==> config.mk <==
export PLATFORM = sky130hd
export DESIGN_NAME = fcsc_flash_front
export DESIGN_NICKNAME = d
export VERILOG_FILES = /design/src/hdl/fcsc_pkg.sv /design/src/hdl/fcsc_cmd_if.sv /design/src/hdl/fcsc_cmd_exec.sv /design/src/hdl/fcsc_flash_front.sv /design/src/hdl/fcsc_key_check.sv
export VERILOG_INCLUDE_DIRS = /design/src /design/src/hdl
export SDC_FILE = /design/constraint.sdc
export NUM_CORES = 1
export LEC_CHECK = 0
export ABC_AREA = 0
export BUFFER_PORTS_ARGS = -buffer_cell sky130_fd_sc_hd__clkbuf_2
export CORE_ASPECT_RATIO = 2
export CORE_MARGIN = 3
export CORE_UTILIZATION = 54
export CTS_CLUSTER_DIAMETER = 150
export CTS_CLUSTER_SIZE = 8
export DETAILED_ROUTE_END_ITERATION = 7
export HOLD_SLACK_MARGIN = 0.15
export PLACE_DENSITY = 0.8
export SYNTH_ARGS = -nofsm -noshare
export SYNTH_HDL_FRONTEND = slang
export SYNTH_SLANG_ARGS = --single-unit
==> constraint.sdc <==
create_clock -name clk -period 3 [get_ports clk]
set_input_delay 0.6 -clock clk [delete_from_list [all_inputs] [get_ports clk]]
set_output_delay 0.6 -clock clk [all_outputs]
set_load 0.05 [all_outputs]
==> src/hdl/fcsc_defs.svh <==
// Register offsets, field positions, reset values and timing counts of the flash front end.
`ifndef FCSC_DEFS_SVH
`define FCSC_DEFS_SVH

`define FCSC_OFS_DIVIDER 12'h000
`define FCSC_OFS_OPTION 12'h004
`define FCSC_OFS_CONFIG 12'h008
`define FCSC_OFS_PROTECT 12'h00c
`define FCSC_OFS_STATUS 12'h010
`define FCSC_OFS_COMMAND 12'h014
`define FCSC_ARRAY_SEL_BIT 18

`define FCSC_OPT_BACKDOOR_UNLOCK_ENABLE 7
`define FCSC_OPT_NORED 6
`define FCSC_CFG_KEY_WRITE_ACCESS 5
`define FCSC_ST_BUFEMPTY 7
`define FCSC_ST_COMPLETE 6
`define FCSC_ST_PVIOL 5
`define FCSC_ST_ACCERR 4
`define FCSC_ST_BLANK 2
`define FCSC_DIV_LOADED 7

`define FCSC_SEC_UNSECURE 2'h2
`define FCSC_KEY_BASE 16'hffb0
`define FCSC_KEY_LAST 16'hffb7
`define FCSC_KEY_BYTES 8
`define FCSC_CMD_BLANK 8'h05
`define FCSC_CMD_BYTEPROG 8'h20
`define FCSC_CMD_BURSTPROG 8'h25
`define FCSC_CMD_PAGEERASE 8'h40
`define FCSC_CMD_MASSERASE 8'h41
`define FCSC_PAGE_LSB 9
`define FCSC_EXEC_CYCLES 6'h10
`define FCSC_CFG_RESET 8'h00
`define FCSC_DIV_RESET 8'h00

`endif

==> src/hdl/fcsc_pkg.sv <==
// Types shared by the flash front end modules.
package fcsc_pkg;
   typedef enum logic [1:0] {
      SEQ_IDLE = 2'h0,
      SEQ_DATA = 2'h1,
      SEQ_CMD = 2'h3
   } fcsc_seq_e;
   typedef logic [7:0] fcsc_byte_t;
   typedef logic [15:0] fcsc_addr_t;
endpackage

==> src/hdl/fcsc_cmd_if.sv <==
// Command hand-off between the register front end and the command executor.
`timescale 1ns/1ps
interface fcsc_cmd_if;
   logic launch;
   logic [7:0] launchCmd;
   logic [15:0] launchAddr;
   logic [7:0] launchData;
   logic stopReq;
   logic bufEmpty;
   logic complete;
   logic done;
   logic [7:0] doneCmd;
   logic aborted;
   modport front (output launch, launchCmd, launchAddr, launchData, stopReq,
      input bufEmpty, complete, done, doneCmd, aborted);
   modport exec (input launch, launchCmd, launchAddr, launchData, stopReq,
      output bufEmpty, complete, done, doneCmd, aborted);
endinterface

==> src/hdl/fcsc_cmd_exec.sv <==
// Command executor: one active operation plus one buffered command behind a burst program.
`timescale 1ns/1ps
`include "fcsc_defs.svh"
module fcsc_cmd_exec
   import fcsc_pkg::*;
(
   input wire logic clk,
   input wire logic rst_b,
   fcsc_cmd_if.exec cif,
   output logic arrayStart,
   output logic [7:0] arrayCmd,
   output logic [15:0] arrayAddr,
   output logic [7:0] arrayData
);
   logic busy_q;
   logic [5:0] timer_q;
   logic pend_q;
   logic [7:0] pendCmd_q;
   logic [15:0] pendAddr_q;
   logic [7:0] pendData_q;
   logic finish;
   logic moveToArray;

   assign finish = busy_q && (timer_q == 6'h01);
   assign moveToArray = pend_q && (!busy_q || finish) && !cif.stopReq;

   // Pending slot: a launch parks here until the array is free.
   always_ff @(posedge clk) begin
      if (!rst_b || cif.stopReq) begin
         pend_q <= 1'b0;
      end else if (cif.launch) begin
         pend_q <= 1'b1;
         pendCmd_q <= cif.launchCmd;
         pendAddr_q <= cif.launchAddr;
         pendData_q <= cif.launchData;
      end else if (moveToArray) begin
         pend_q <= 1'b0;
      end
   end

   always_ff @(posedge clk) begin
      if (!rst_b) begin
         busy_q <= 1'b0;
         timer_q <= 6'h00;
         arrayStart <= 1'b0;
         arrayCmd <= 8'h00;
         arrayAddr <= 16'h0000;
         arrayData <= 8'h00;
      end else begin
         arrayStart <= moveToArray;
         if (cif.stopReq) begin
            busy_q <= 1'b0;
         end else if (moveToArray) begin
            busy_q <= 1'b1;
            timer_q <= `FCSC_EXEC_CYCLES;
            arrayCmd <= pendCmd_q;
            arrayAddr <= pendAddr_q;
            arrayData <= pendData_q;
         end else if (finish) begin
            busy_q <= 1'b0;
         end else if (busy_q) begin
            timer_q <= timer_q - 6'h01;
         end
      end
   end

   // Only a burst program frees the buffer when it reaches an idle array; others hold it.
   always_ff @(posedge clk) begin
      if (!rst_b) begin
         cif.bufEmpty <= 1'b1;
      end else if (cif.stopReq) begin
         cif.bufEmpty <= 1'b1;
      end else if (cif.launch) begin
         cif.bufEmpty <= 1'b0;
      end else if (finish) begin
         cif.bufEmpty <= !pend_q;
      end else if (moveToArray && pendCmd_q == `FCSC_CMD_BURSTPROG) begin
         cif.bufEmpty <= 1'b1;
      end
   end

   always_ff @(posedge clk) begin
      if (!rst_b) begin
         cif.complete <= 1'b1;
         cif.done <= 1'b0;
         cif.doneCmd <= 8'h00;
         cif.aborted <= 1'b0;
      end else begin
         // Complete trails finish by two cycles so that it rises with the blank flag.
         cif.complete <= !cif.launch && !pend_q && !moveToArray && !busy_q;
         cif.done <= finish && !cif.stopReq;
         cif.doneCmd <= arrayCmd;
         cif.aborted <= cif.stopReq && (busy_q || pend_q || cif.launch);
      end
   end
endmodule

==> src/hdl/fcsc_flash_front.sv <==
// Register front end of the program-memory controller on an APB slave port.
`timescale 1ns/1ps
`include "fcsc_defs.svh"
// Overview of operation
// - Option copy loads from nonvolatile at reset; bits 5:2 read zero; writes ignored.
// - Key unlock disabled when option bit 7 clear; keys only from secured code.
// - Eight ascending key bytes matching stored key unlock until next reset.
// - Option bit 6 set disables vector redirection; clear enables it.
// - Security field unsecured only for 1:0; every other pattern means secure.
// - Security becomes 1:0 after good key entry or fully blank check.
// - Config bits 7:5 read/write; bits 4:0 read zero, ignore writes.
// - Key access set: key window writes are key bytes; else command start.
// - Protect copy loads from nonvolatile at reset; readable any time.
// - Protection only lowers select while disable is zero; else unchanged.
// - Select field sets unprotected end; protected locations refuse program/erase.
// - Protect bit 0 set protects nothing; clear protects the selected block.
// - Status bits 3,1,0 read zero; other five readable any time.
// - Writing one to bit 7 launches; burst program alone is buffered.
// - Complete flag set when buffer empty and idle; clears on launch.
// - Protected target sets violation flag and drops the command; write one clears.
// - Sequence error, no divider or stop during a command sets access error; one clears.
// - Blank flag sets after blank check of erased array; clears on launch.
// - Codes 05, 20, 25 are blank check, byte program and burst program.
// - Code 40 erases one 512-byte page; code 41 erases everything.
// - Any other code is illegal and raises the access error flag.
// - Divisor-loaded clears at reset, sets on first divider write; gates program/erase.
// - Clearing key access compares entered bytes; match makes security unsecured.
module fcsc_flash_front
   import fcsc_pkg::*;
(
   input wire logic clk,
   input wire logic rst_b,
   input wire logic psel,
   input wire logic penable,
   input wire logic pwrite,
   input wire logic [31:0] paddr,
   input wire logic [31:0] pwdata,
   output logic [31:0] prdata,
   output logic pready,
   output logic pslverr,
   input wire logic [7:0] optionNonvolatileLoc,
   input wire logic [7:0] protectNonvolatileLoc,
   input wire logic [63:0] storedUnlockKey,
   input wire logic secureSource,
   input wire logic stopEntry,
   input wire logic arrayAllErased,
   output logic securityEngaged,
   output logic vectorRedirectEnable,
   output logic [6:0] clockDivisor,
   output logic arrayStart,
   output logic [7:0] arrayCmd,
   output logic [15:0] arrayAddr,
   output logic [7:0] arrayData
);
   fcsc_cmd_if cif ();

   logic [7:0] optionWorkingReg_q;
   logic [1:0] securityState_q;
   logic [7:0] configReg_q;
   logic [6:0] protectSelect_q;
   logic protectDisable_q;
   logic divisorLoaded_q;
   logic [6:0] divider_q;
   logic protectViolation_q;
   logic accessError_q;
   logic arrayBlank_q;
   fcsc_seq_e seq_q;
   fcsc_addr_t seqAddr_q;
   fcsc_byte_t seqData_q;
   fcsc_byte_t seqCmd_q;
   logic launch_q;
   logic unlock;
   logic [31:0] rdData;
   logic mapped;

   logic access;
   logic wrEn;
   logic arraySel;
   logic [11:0] regOfs;
   logic [15:0] location;
   logic keyAccess;
   logic inKeyWindow;
   logic keyWrite;
   logic arrayWrite;
   logic cmdWrite;
   logic launchWrite;
   logic launchOk;
   logic launchBad;
   logic launchProt;

   function automatic logic cmdKnown(input fcsc_byte_t c);
      cmdKnown = c == `FCSC_CMD_BLANK || c == `FCSC_CMD_BYTEPROG ||
         c == `FCSC_CMD_BURSTPROG || c == `FCSC_CMD_PAGEERASE ||
         c == `FCSC_CMD_MASSERASE;
   endfunction

   function automatic logic cmdAltersArray(input fcsc_byte_t c);
      cmdAltersArray = c != `FCSC_CMD_BLANK;
   endfunction

   // The unprotected region ends at the top of the page named by the select field.
   function automatic logic isProtected(input fcsc_byte_t c, input fcsc_addr_t a,
      input logic [6:0] sel, input logic dis);
      logic [15:0] lastFree;
      lastFree = {sel, 9'h1ff};
      if (dis || !cmdAltersArray(c)) begin
         isProtected = 1'b0;
      end else if (c == `FCSC_CMD_MASSERASE) begin
         isProtected = lastFree != 16'hffff;
      end else if (c == `FCSC_CMD_PAGEERASE) begin
         isProtected = {a[15:`FCSC_PAGE_LSB], 9'h000} > lastFree;
      end else begin
         isProtected = a > lastFree;
      end
   endfunction

   // A completed transfer is the access cycle in which pready is already high.
   assign access = psel && penable && pready;
   assign wrEn = access && pwrite;
   assign arraySel = paddr[31:`FCSC_ARRAY_SEL_BIT] == 14'h0001;
   assign regOfs = paddr[11:0];
   assign location = paddr[17:2];
   assign keyAccess = configReg_q[`FCSC_CFG_KEY_WRITE_ACCESS];
   assign inKeyWindow = location >= `FCSC_KEY_BASE && location <= `FCSC_KEY_LAST;
   assign keyWrite = wrEn && arraySel && keyAccess && inKeyWindow &&
      optionWorkingReg_q[`FCSC_OPT_BACKDOOR_UNLOCK_ENABLE] && secureSource;
   assign arrayWrite = wrEn && arraySel && !(keyAccess && inKeyWindow);
   assign cmdWrite = wrEn && !arraySel && regOfs == `FCSC_OFS_COMMAND;
   assign launchWrite = wrEn && !arraySel && regOfs == `FCSC_OFS_STATUS &&
      pwdata[`FCSC_ST_BUFEMPTY] && cif.bufEmpty;
   assign launchBad = launchWrite && (seq_q != SEQ_CMD || !cmdKnown(seqCmd_q) ||
      (cmdAltersArray(seqCmd_q) && !divisorLoaded_q));
   assign launchProt = launchWrite && !launchBad &&
      isProtected(seqCmd_q, seqAddr_q, protectSelect_q, protectDisable_q);
   assign launchOk = launchWrite && !launchBad && !launchProt;

   fcsc_key_check keyCheck (
      .clk(clk),
      .rst_b(rst_b),
      .storedKey(storedUnlockKey),
      .keyEnable(optionWorkingReg_q[`FCSC_OPT_BACKDOOR_UNLOCK_ENABLE]),
      .keyAccess(keyAccess),
      .keyWrite(keyWrite),
      .secureSource(secureSource),
      .keyIndex(location[2:0]),
      .keyByte(pwdata[7:0]),
      .unlock(unlock)
   );

   fcsc_cmd_exec cmdExec (
      .clk(clk),
      .rst_b(rst_b),
      .cif(cif),
      .arrayStart(arrayStart),
      .arrayCmd(arrayCmd),
      .arrayAddr(arrayAddr),
      .arrayData(arrayData)
   );

   assign cif.launch = launch_q;
   assign cif.launchCmd = seqCmd_q;
   assign cif.launchAddr = seqAddr_q;
   assign cif.launchData = seqData_q;
   assign cif.stopReq = stopEntry;

   // APB: one wait state so that read data and pready both leave flip-flops.
   always_ff @(posedge clk) begin
      if (!rst_b) begin
         pready <= 1'b0;
         prdata <= 32'h00000000;
         pslverr <= 1'b0;
      end else if (psel && penable && !pready) begin
         pready <= 1'b1;
         prdata <= pwrite ? 32'h00000000 : rdData;
         pslverr <= !mapped;
      end else begin
         pready <= 1'b0;
         pslverr <= 1'b0;
      end
   end

   always_comb begin
      rdData = 32'h00000000;
      mapped = 1'b1;
      if (arraySel) begin
         rdData = 32'h00000000;
      end else begin
         case (regOfs)
            `FCSC_OFS_DIVIDER: rdData[7:0] = {divisorLoaded_q, divider_q};
            `FCSC_OFS_OPTION: rdData[7:0] = {optionWorkingReg_q[7:6], 4'h0,
               securityState_q};
            `FCSC_OFS_CONFIG: rdData[7:0] = {configReg_q[7:5], 5'h00};
            `FCSC_OFS_PROTECT: rdData[7:0] = {protectSelect_q, protectDisable_q};
            `FCSC_OFS_STATUS: rdData[7:0] = {cif.bufEmpty, cif.complete,
               protectViolation_q, accessError_q, 1'b0, arrayBlank_q, 2'h0};
            `FCSC_OFS_COMMAND: rdData[7:0] = 8'h00;
            default: mapped = 1'b0;
         endcase
      end
   end

   // The option copy is taken during reset; software writes never reach it.
   always_ff @(posedge clk) begin
      if (!rst_b) begin
         optionWorkingReg_q <= optionNonvolatileLoc;
      end
   end

   // Working security field: left only by a key match or a fully blank check.
   always_ff @(posedge clk) begin
      if (!rst_b) begin
         securityState_q <= optionNonvolatileLoc[1:0];
      end else if (unlock || (cif.done && cif.doneCmd == `FCSC_CMD_BLANK && arrayAllErased)) begin
         securityState_q <= `FCSC_SEC_UNSECURE;
      end
   end

   always_ff @(posedge clk) begin
      if (!rst_b) begin
         securityEngaged <= 1'b1;
         vectorRedirectEnable <= 1'b0;
      end else begin
         securityEngaged <= securityState_q != `FCSC_SEC_UNSECURE;
         vectorRedirectEnable <= !optionWorkingReg_q[`FCSC_OPT_NORED];
      end
   end

   always_ff @(posedge clk) begin
      if (!rst_b) begin
         configReg_q <= `FCSC_CFG_RESET;
      end else if (wrEn && !arraySel && regOfs == `FCSC_OFS_CONFIG) begin
         configReg_q <= {pwdata[7:5], 5'h00};
      end
   end

   // Protection may only grow: a lower select is taken while disable is clear, a higher one is dropped.
   always_ff @(posedge clk) begin
      if (!rst_b) begin
         protectSelect_q <= protectNonvolatileLoc[7:1];
         protectDisable_q <= protectNonvolatileLoc[0];
      end else if (wrEn && !arraySel && regOfs == `FCSC_OFS_PROTECT &&
         !protectDisable_q && pwdata[7:1] < protectSelect_q) begin
         protectSelect_q <= pwdata[7:1];
      end
   end

   // The divider is write-once; the first write of any value arms program and erase.
   always_ff @(posedge clk) begin
      if (!rst_b) begin
         divisorLoaded_q <= 1'b0;
         divider_q <= 7'h00;
      end else if (wrEn && !arraySel && regOfs == `FCSC_OFS_DIVIDER && !divisorLoaded_q) begin
         divisorLoaded_q <= 1'b1;
         divider_q <= pwdata[6:0];
      end
   end

   always_ff @(posedge clk) begin
      if (!rst_b) begin
         clockDivisor <= 7'h00;
      end else begin
         clockDivisor <= divider_q;
      end
   end

   // Command sequence: array write, then command code, then launch.
   always_ff @(posedge clk) begin
      if (!rst_b) begin
         seq_q <= SEQ_IDLE;
         seqAddr_q <= 16'h0000;
         seqData_q <= 8'h00;
         seqCmd_q <= 8'h00;
      end else begin
         case (seq_q)
            SEQ_IDLE: begin
               if (arrayWrite && cif.bufEmpty) begin
                  seq_q <= SEQ_DATA;
                  seqAddr_q <= location;
                  seqData_q <= pwdata[7:0];
               end
            end
            SEQ_DATA: begin
               if (cmdWrite) begin
                  seq_q <= SEQ_CMD;
                  seqCmd_q <= pwdata[7:0];
               end else if (arrayWrite || launchWrite) begin
                  seq_q <= SEQ_IDLE;
               end
            end
            SEQ_CMD: begin
               if (launchWrite || arrayWrite || cmdWrite) begin
                  seq_q <= SEQ_IDLE;
               end
            end
            default: seq_q <= SEQ_IDLE;
         endcase
      end
   end

   always_ff @(posedge clk) begin
      if (!rst_b) begin
         launch_q <= 1'b0;
      end else begin
         launch_q <= launchOk;
      end
   end

   // A refused command never reaches the executor; the flag records why.
   always_ff @(posedge clk) begin
      if (!rst_b) begin
         protectViolation_q <= 1'b0;
      end else if (launchProt) begin
         protectViolation_q <= 1'b1;
      end else if (wrEn && !arraySel && regOfs == `FCSC_OFS_STATUS && pwdata[`FCSC_ST_PVIOL]) begin
         protectViolation_q <= 1'b0;
      end
   end

   // Out-of-order writes also count as sequence violations; set wins over clear.
   always_ff @(posedge clk) begin
      if (!rst_b) begin
         accessError_q <= 1'b0;
      end else if (launchBad || cif.aborted || (cmdWrite && seq_q != SEQ_DATA) ||
         (arrayWrite && seq_q != SEQ_IDLE)) begin
         accessError_q <= 1'b1;
      end else if (wrEn && !arraySel && regOfs == `FCSC_OFS_STATUS && pwdata[`FCSC_ST_ACCERR]) begin
         accessError_q <= 1'b0;
      end
   end

   always_ff @(posedge clk) begin
      if (!rst_b) begin
         arrayBlank_q <= 1'b0;
      end else if (cif.done && cif.doneCmd == `FCSC_CMD_BLANK && arrayAllErased) begin
         arrayBlank_q <= 1'b1;
      end else if (launchOk) begin
         arrayBlank_q <= 1'b0;
      end
   end
endmodule

==> src/hdl/fcsc_key_check.sv <==
// Backdoor key capture and comparison against the stored key.
`timescale 1ns/1ps
`include "fcsc_defs.svh"
module fcsc_key_check
   import fcsc_pkg::*;
(
   input wire logic clk,
   input wire logic rst_b,
   input wire logic [63:0] storedKey,
   input wire logic keyEnable,
   input wire logic keyAccess,
   input wire logic keyWrite,
   input wire logic secureSource,
   input wire logic [2:0] keyIndex,
   input wire logic [7:0] keyByte,
   output logic unlock
);
   logic [7:0] entered_q [`FCSC_KEY_BYTES];
   logic [3:0] count_q;
   logic orderOk_q;
   logic keyAccess_q;
   logic [`FCSC_KEY_BYTES-1:0] byteMatch;

   genvar g;
   generate
      for (g = 0; g < `FCSC_KEY_BYTES; g++) begin : gByte
         assign byteMatch[g] = entered_q[g] == storedKey[8*g +: 8];
         always_ff @(posedge clk) begin
            if (!rst_b) begin
               entered_q[g] <= 8'h00;
            end else if (keyWrite && keyIndex == 3'(g)) begin
               entered_q[g] <= keyByte;
            end
         end
      end
   endgenerate

   // Bytes must arrive in ascending order, all from secured code.
   always_ff @(posedge clk) begin
      if (!rst_b || (keyAccess && !keyAccess_q)) begin
         count_q <= 4'h0;
         orderOk_q <= 1'b1;
      end else if (keyWrite) begin
         if (count_q < 4'h8) begin
            count_q <= count_q + 4'h1;
         end
         if (!secureSource || {1'b0, keyIndex} != count_q) begin
            orderOk_q <= 1'b0;
         end
      end
   end

   // The comparison runs on the falling edge of key access.
   always_ff @(posedge clk) begin
      if (!rst_b) begin
         keyAccess_q <= 1'b0;
         unlock <= 1'b0;
      end else begin
         keyAccess_q <= keyAccess;
         unlock <= keyAccess_q && !keyAccess && keyEnable && orderOk_q &&
            count_q == 4'h8 && &byteMatch;
      end
   end
endmodule

* After elaboration in Yosys (flattened, before gate mapping)
Memory sizes are Yosys's and may differ from the RTL's.
Index checks and enable logic that the tools add are counted.
** Word-level totals
- Memory bits (read-only) :: 0
- Latch bits :: 0
- Word-level logic and storage cells :: 291
- Flip-flop bits (word level) :: 202
- RAM bits :: 64
- Memories :: 1
- Output and inout bits :: 76
** Operators by class
- Multipliers :: 0
- Add/sub/neg operators :: 2
- Shifts and indexed selects :: 0
- Mux-type cells :: 67
- Div/mod/pow operators :: 0
- Magnitude comparators :: 6
- Reductions and logical operators :: 120
- Bitwise operators :: 11
- Equal/unequal tests :: 44
** Memory list
- keyCheck.entered_q :: depth 8, width 8, read ports 8, clocked after Yosys merged registers in 0, write ports 8, line fcsc_key_check.sv:18 : logic [7:0] entered_q [`FCSC_KEY_BYTES];
** Operators by type and width (count)
- 8-bit two-way mux :: 10
- 8-bit == test :: 8
- 1-bit logical AND :: 58
- 1-bit two-way mux :: 44
- 8-bit one-hot mux with 5 select lines :: 1
- 16-bit greater-than comparator :: 2
- 12-bit by 4-bit == test with 1-bit output, second input constant :: 2
- 12-bit by 5-bit == test with 1-bit output, second input constant :: 2
- 8-bit by 6-bit == test with 1-bit output, second input constant :: 3
- 1-bit logical NOT :: 20
- 1-bit logical OR :: 19
- 6-bit two-way mux :: 3
- 8-bit by 3-bit == test with 1-bit output, second input constant :: 2
- 8-bit by 7-bit == test with 1-bit output, second input constant :: 2
- 16-bit >= comparator, second input constant :: 1
- 16-bit <= comparator, second input constant :: 1
- 14-bit by 1-bit == test with 1-bit output, second input constant :: 1
- 7-bit two-way mux :: 2
- 2-bit AND reduction :: 7
- 2-bit nonzero test :: 7
- 12-bit by 3-bit == test with 1-bit output, second input constant :: 1
- 3-bit == test, second input constant :: 4
- 12-bit logical NOT :: 1
- 2-bit two-way mux :: 6
- other kinds (26) :: 43

* Depth between registers and ports, before layout
- Depth in word-level cells :: 16
- Depth in mapped cells :: 8

* By module
A second synthesis with hierarchy kept.
** Unflattened totals
- Cells, all modules :: 992
- Area total of the unflattened synthesis :: 10612.7 um^2
** Modules (own cells, without submodules)
- fcsc_flash_front :: cells an instance 458, area each 3883.7 um^2, times used 1, sequential area each 1721.7 um^2
- fcsc_key_check :: cells an instance 273, area each 3464.6 um^2, times used 1, sequential area each 2062.0 um^2
- fcsc_cmd_exec :: cells an instance 261, area each 3264.4 um^2, times used 1, sequential area each 2021.9 um^2

* Least setup slack after synthesis
No wires, ideal clock.
- Path type :: in2reg
- From :: in paddr[6]
- To :: reg protectSelect_q[0] (enable)
- Path slack :: 0.380 ns
- Data required time :: 2.625 ns
- Cell stages on the path :: 7
- Setup time :: 0.375 ns
- Arrival time :: 2.244 ns
- Path through :: nor4_2 > and3_1 > clkbuf_1 > and4_1 > buf_2 > a41oi_1 > a31oi_1
** Between the ends
- Longest elaborated chain between the ends :: 5
** Ends and longest elaborated chain
- start, declared :: line fcsc_flash_front.sv:36 : input wire logic [31:0] paddr,
- 12-bit by 4-bit == test with 1-bit output
- 1-bit logical AND (no line)
- 1-bit logical AND (2 in a row) :: line fcsc_flash_front.sv:241 : end else if (wrEn && !arraySel && regOfs == `FCSC_OFS_PROTECT &&
- 2-bit by 1-bit != test with 1-bit output (no line)
- end signal, assigned :: line fcsc_flash_front.sv:239 : protectSelect_q <= protectNonvolatileLoc[7:1];
- end signal, assigned :: line fcsc_flash_front.sv:243 : protectSelect_q <= pwdata[7:1];
- end, declared :: line fcsc_flash_front.sv:60 : logic [6:0] protectSelect_q;
Every way passes these cells.
A chain may end at the register's enable or synchronous reset.

==> impl_metrics.ini <==
[synthesis]
synth_seq_cells = 236
ys_warn_count = 0
syn-instance-count = 935
synth_area_per_cell_um2 = 10.9
syn_area_um2 = 10200
async_flop_share_pct = 0
synth_top_area_share_pct = 31.9
synthFlopType = dfxtp_1
synth_area_leaders = edfxtp_1, dfxtp_1, nor2_1
yosysSeqAreaShare_pct = 57.2
synth_top_area_cell = edfxtp_1
ys_types = 65
synth_edf_count = 108

[grt]
grt_max_degree = 60
first_global_vias = 8032
antenna_found_initial = 0
overflow = 0
grt_usage_pct = 26.2
grt_pass1_wl_um = 41100

[power]
p_leak_nw = 4.88
p_per_area_nw_per_um2 = 609
vdd_drop_max_mv = 0.611
power.total_mw = 7.52

[placed_design]
gp_congestion = 0.958
numPortBuffers = 175
post-dp-hpwl_um = 20400

[setup_path]
end_kind = register
criticalPathCategory = reg -> reg
worst_ep_arrival_time_ps = 2490
startpoint_type = register
worstPathMaxFanout = 10
critPathRequiredTime_ps = 3120

[floorplanning]
core.rowCount = 70
dieArea_um2 = 20600
coreArea_um2 = 18400
initial_core_util_pct = 55.2
die_w_um = 103
dieHeight_um = 200
io_pins = 228

[sta]
worstMarginPinSlew_ps = 816
setup_viol = 0
hold_slack_ps = 299
final.setup.tns_ps = 0
maxSlewHeadroom_pct = 45.4
fmax_mhz = 421
finalCritPeriodShare_pct = 79.2
grt_setup_unrepaired = false
slew_viol_final = 0
finalCriticalPeriod_ps = 2380
hold_viol = 0
clock_skew_ps = 17.9

[clock_tree]
cts-root-buf = clkbuf_16
cts_tree = done
cts.sinks = 236
cts_buffer_depth = 3
cts.clk_slew.worst_paths_ps = 50
cts_buffers = 35
htreeDepth = 2
cts_resized = 0
insertion_delay_ps = 490
post-cts-setup-buffer-count = 0
cts_hold_buf = 0

[routing]
drc = 0
drt_wl_total_um = 27200
drtAntennaViolNets = 0
drtIter0Drc = 482
drt-pass1-iter-count = 5
vias = 7843
wl_per_cell_um = 19.7
via_per_inst = 5.68

[layout]
areaGrowthSynthToFinish_pct = 21.6
diodes = 0
drive_gt1_share_pct = 22.6
utilization_pct = 67.1
nets = 1310

[job]
drv_cap = 0

[run_status]
status = finished clean

[min_path]
hold_path_class = in -> reg
## final timing paths
kind                                 start                   endpoint  slack, ps  depth (start not counted)
hold / removal    protectNonvolatileLoc[0]           protectDisable_q        300                          1
hold reg to reg      optionWorkingReg_q[6]       vectorRedirectEnable        430                          1
setup / recovery            configReg_q[5]  keyCheck.entered_q[1][16]        620                          5
setup reg to reg            configReg_q[5]  keyCheck.entered_q[1][16]        620                          5
## logic make-up (layout without fill, tap and decap cells)
family	count (synthesis)	count (layout)	synth area share [%]
AOI/OAI and AO/OA	112	112	6.80
DFF	236	236	57.2
and+or+nand+nor	358	358	18.1
buffers and inverters	91	298	4.57
other	1	24	0.0369
adders and majority gates	17	17	2.09
muxes	49	49	5.08
xor gates and xnor gates	71	71	6.12
## placed cells by master, fill, tap and decap left out, drive strengths merged, types with 3 or more instances in the layout
master,n
nand4b,3
o22a,6
o21ai,25
nor2,129
and3,8
nand4,23
and4,7
xor2,49
nand2b,4
a21o,6
or4,4
dfxtp,128
inv,29
xnor2,22
edfxtp,108
or3,5
a21oi,43
nand3,15
a31oi,5
clkbuf,236
ha,17
buf,32
nor4,27
nand2,82
conb,24
o31ai,7
mux2i,47
nor2b,5
nor3,16
and2,18
nand3b,3
## report_power, final
group	internal, mW	total [mW]	leakage (nW)	switching [mW]
clock network	2.32	3.62	0.495	1.31
registers	3.41	3.44	2.07	0.0298
logic	0.150	0.456	2.32	0.306
## metal layers
| layer | vias up | GRT usage, % | routed length, um | share of wire (%) |
|---|---|---|---|---|
| li1 | 3676 | - | - | - |
| met1 | 3740 | 26.7 | 8990 | 33 |
| met2 | 325 | 47.9 | 14900 | 55 |
| met3 | 102 | 3.90 | 1420 | 5.2 |
| met4 | 0 | 17.4 | 1910 | 7.0 |
| met5 | - | 0 | 0 | 0 |
## synth_stat cells (6+ instances only)
library cell    n
xnor2_1        22
nand3_1        14
buf_4          26
a21oi_1        43
and4_1          7
nor4_1         20
a21o_1          6
buf_2           8
and2_1         18
o31ai_1         7
nor3_1         16
ha_1           17
o22a_1          6
nand2_1        82
and3_1          8
clkbuf_1       23
inv_1          28
mux2i_1        47
nor2_1        129
o21ai_0        23
xor2_1         49
edfxtp_1      108
dfxtp_1       128
nand4_1        21
## state kept, by name, summed over array words and instances (netlist names), 6 cells and up
register / flops
prdata: 8
cmdExec.arrayCmd: 8
keyCheck.entered_q: 64
cmdExec.pendData_q: 8
protectSelect_q: 7
cmdExec.pendAddr_q: 16
cmdExec.arrayData: 8
cif.launchData: 8
cif.launchCmd: 8
cif.launchAddr: 16
cmdExec.cif.doneCmd: 8
cmdExec.timer_q: 6
cmdExec.arrayAddr: 16
clockDivisor: 7
cmdExec.pendCmd_q: 8
divider_q: 7
## through the flow
| step | area [um^2] | worst slack (ps) | instances |
|---|---|---|---|
| after CTS | 12300 | 646 | 1381 |
| final | 12300 | 625 | 1381 |
| after detailed placement | 11300 | 224 | 1320 |
| after global routing | 12300 | 492 | 1381 |
| after floorplan | 10200 | 380 | 958 |
| after global placement | 11300 | 311 | 1320 |
## cell type report
cell class                 instances  area (um^2)
multi-input combinational        631         3980
timing repair buffer             207         1140
fill                            1417         6050
sequential                       236         5810
clock buffer                      61         1040
inverter                          30          113
tap                              216          270
## critical path, cell delays in order (launching register included)
cell and delay [ps]:
dfxtp_1 430, nand4_1 90, and4bb_2 440, and4_1 460, nand3_1 160, nand2_1 410
No activity file was read; power rests on OpenSTA's default activity.
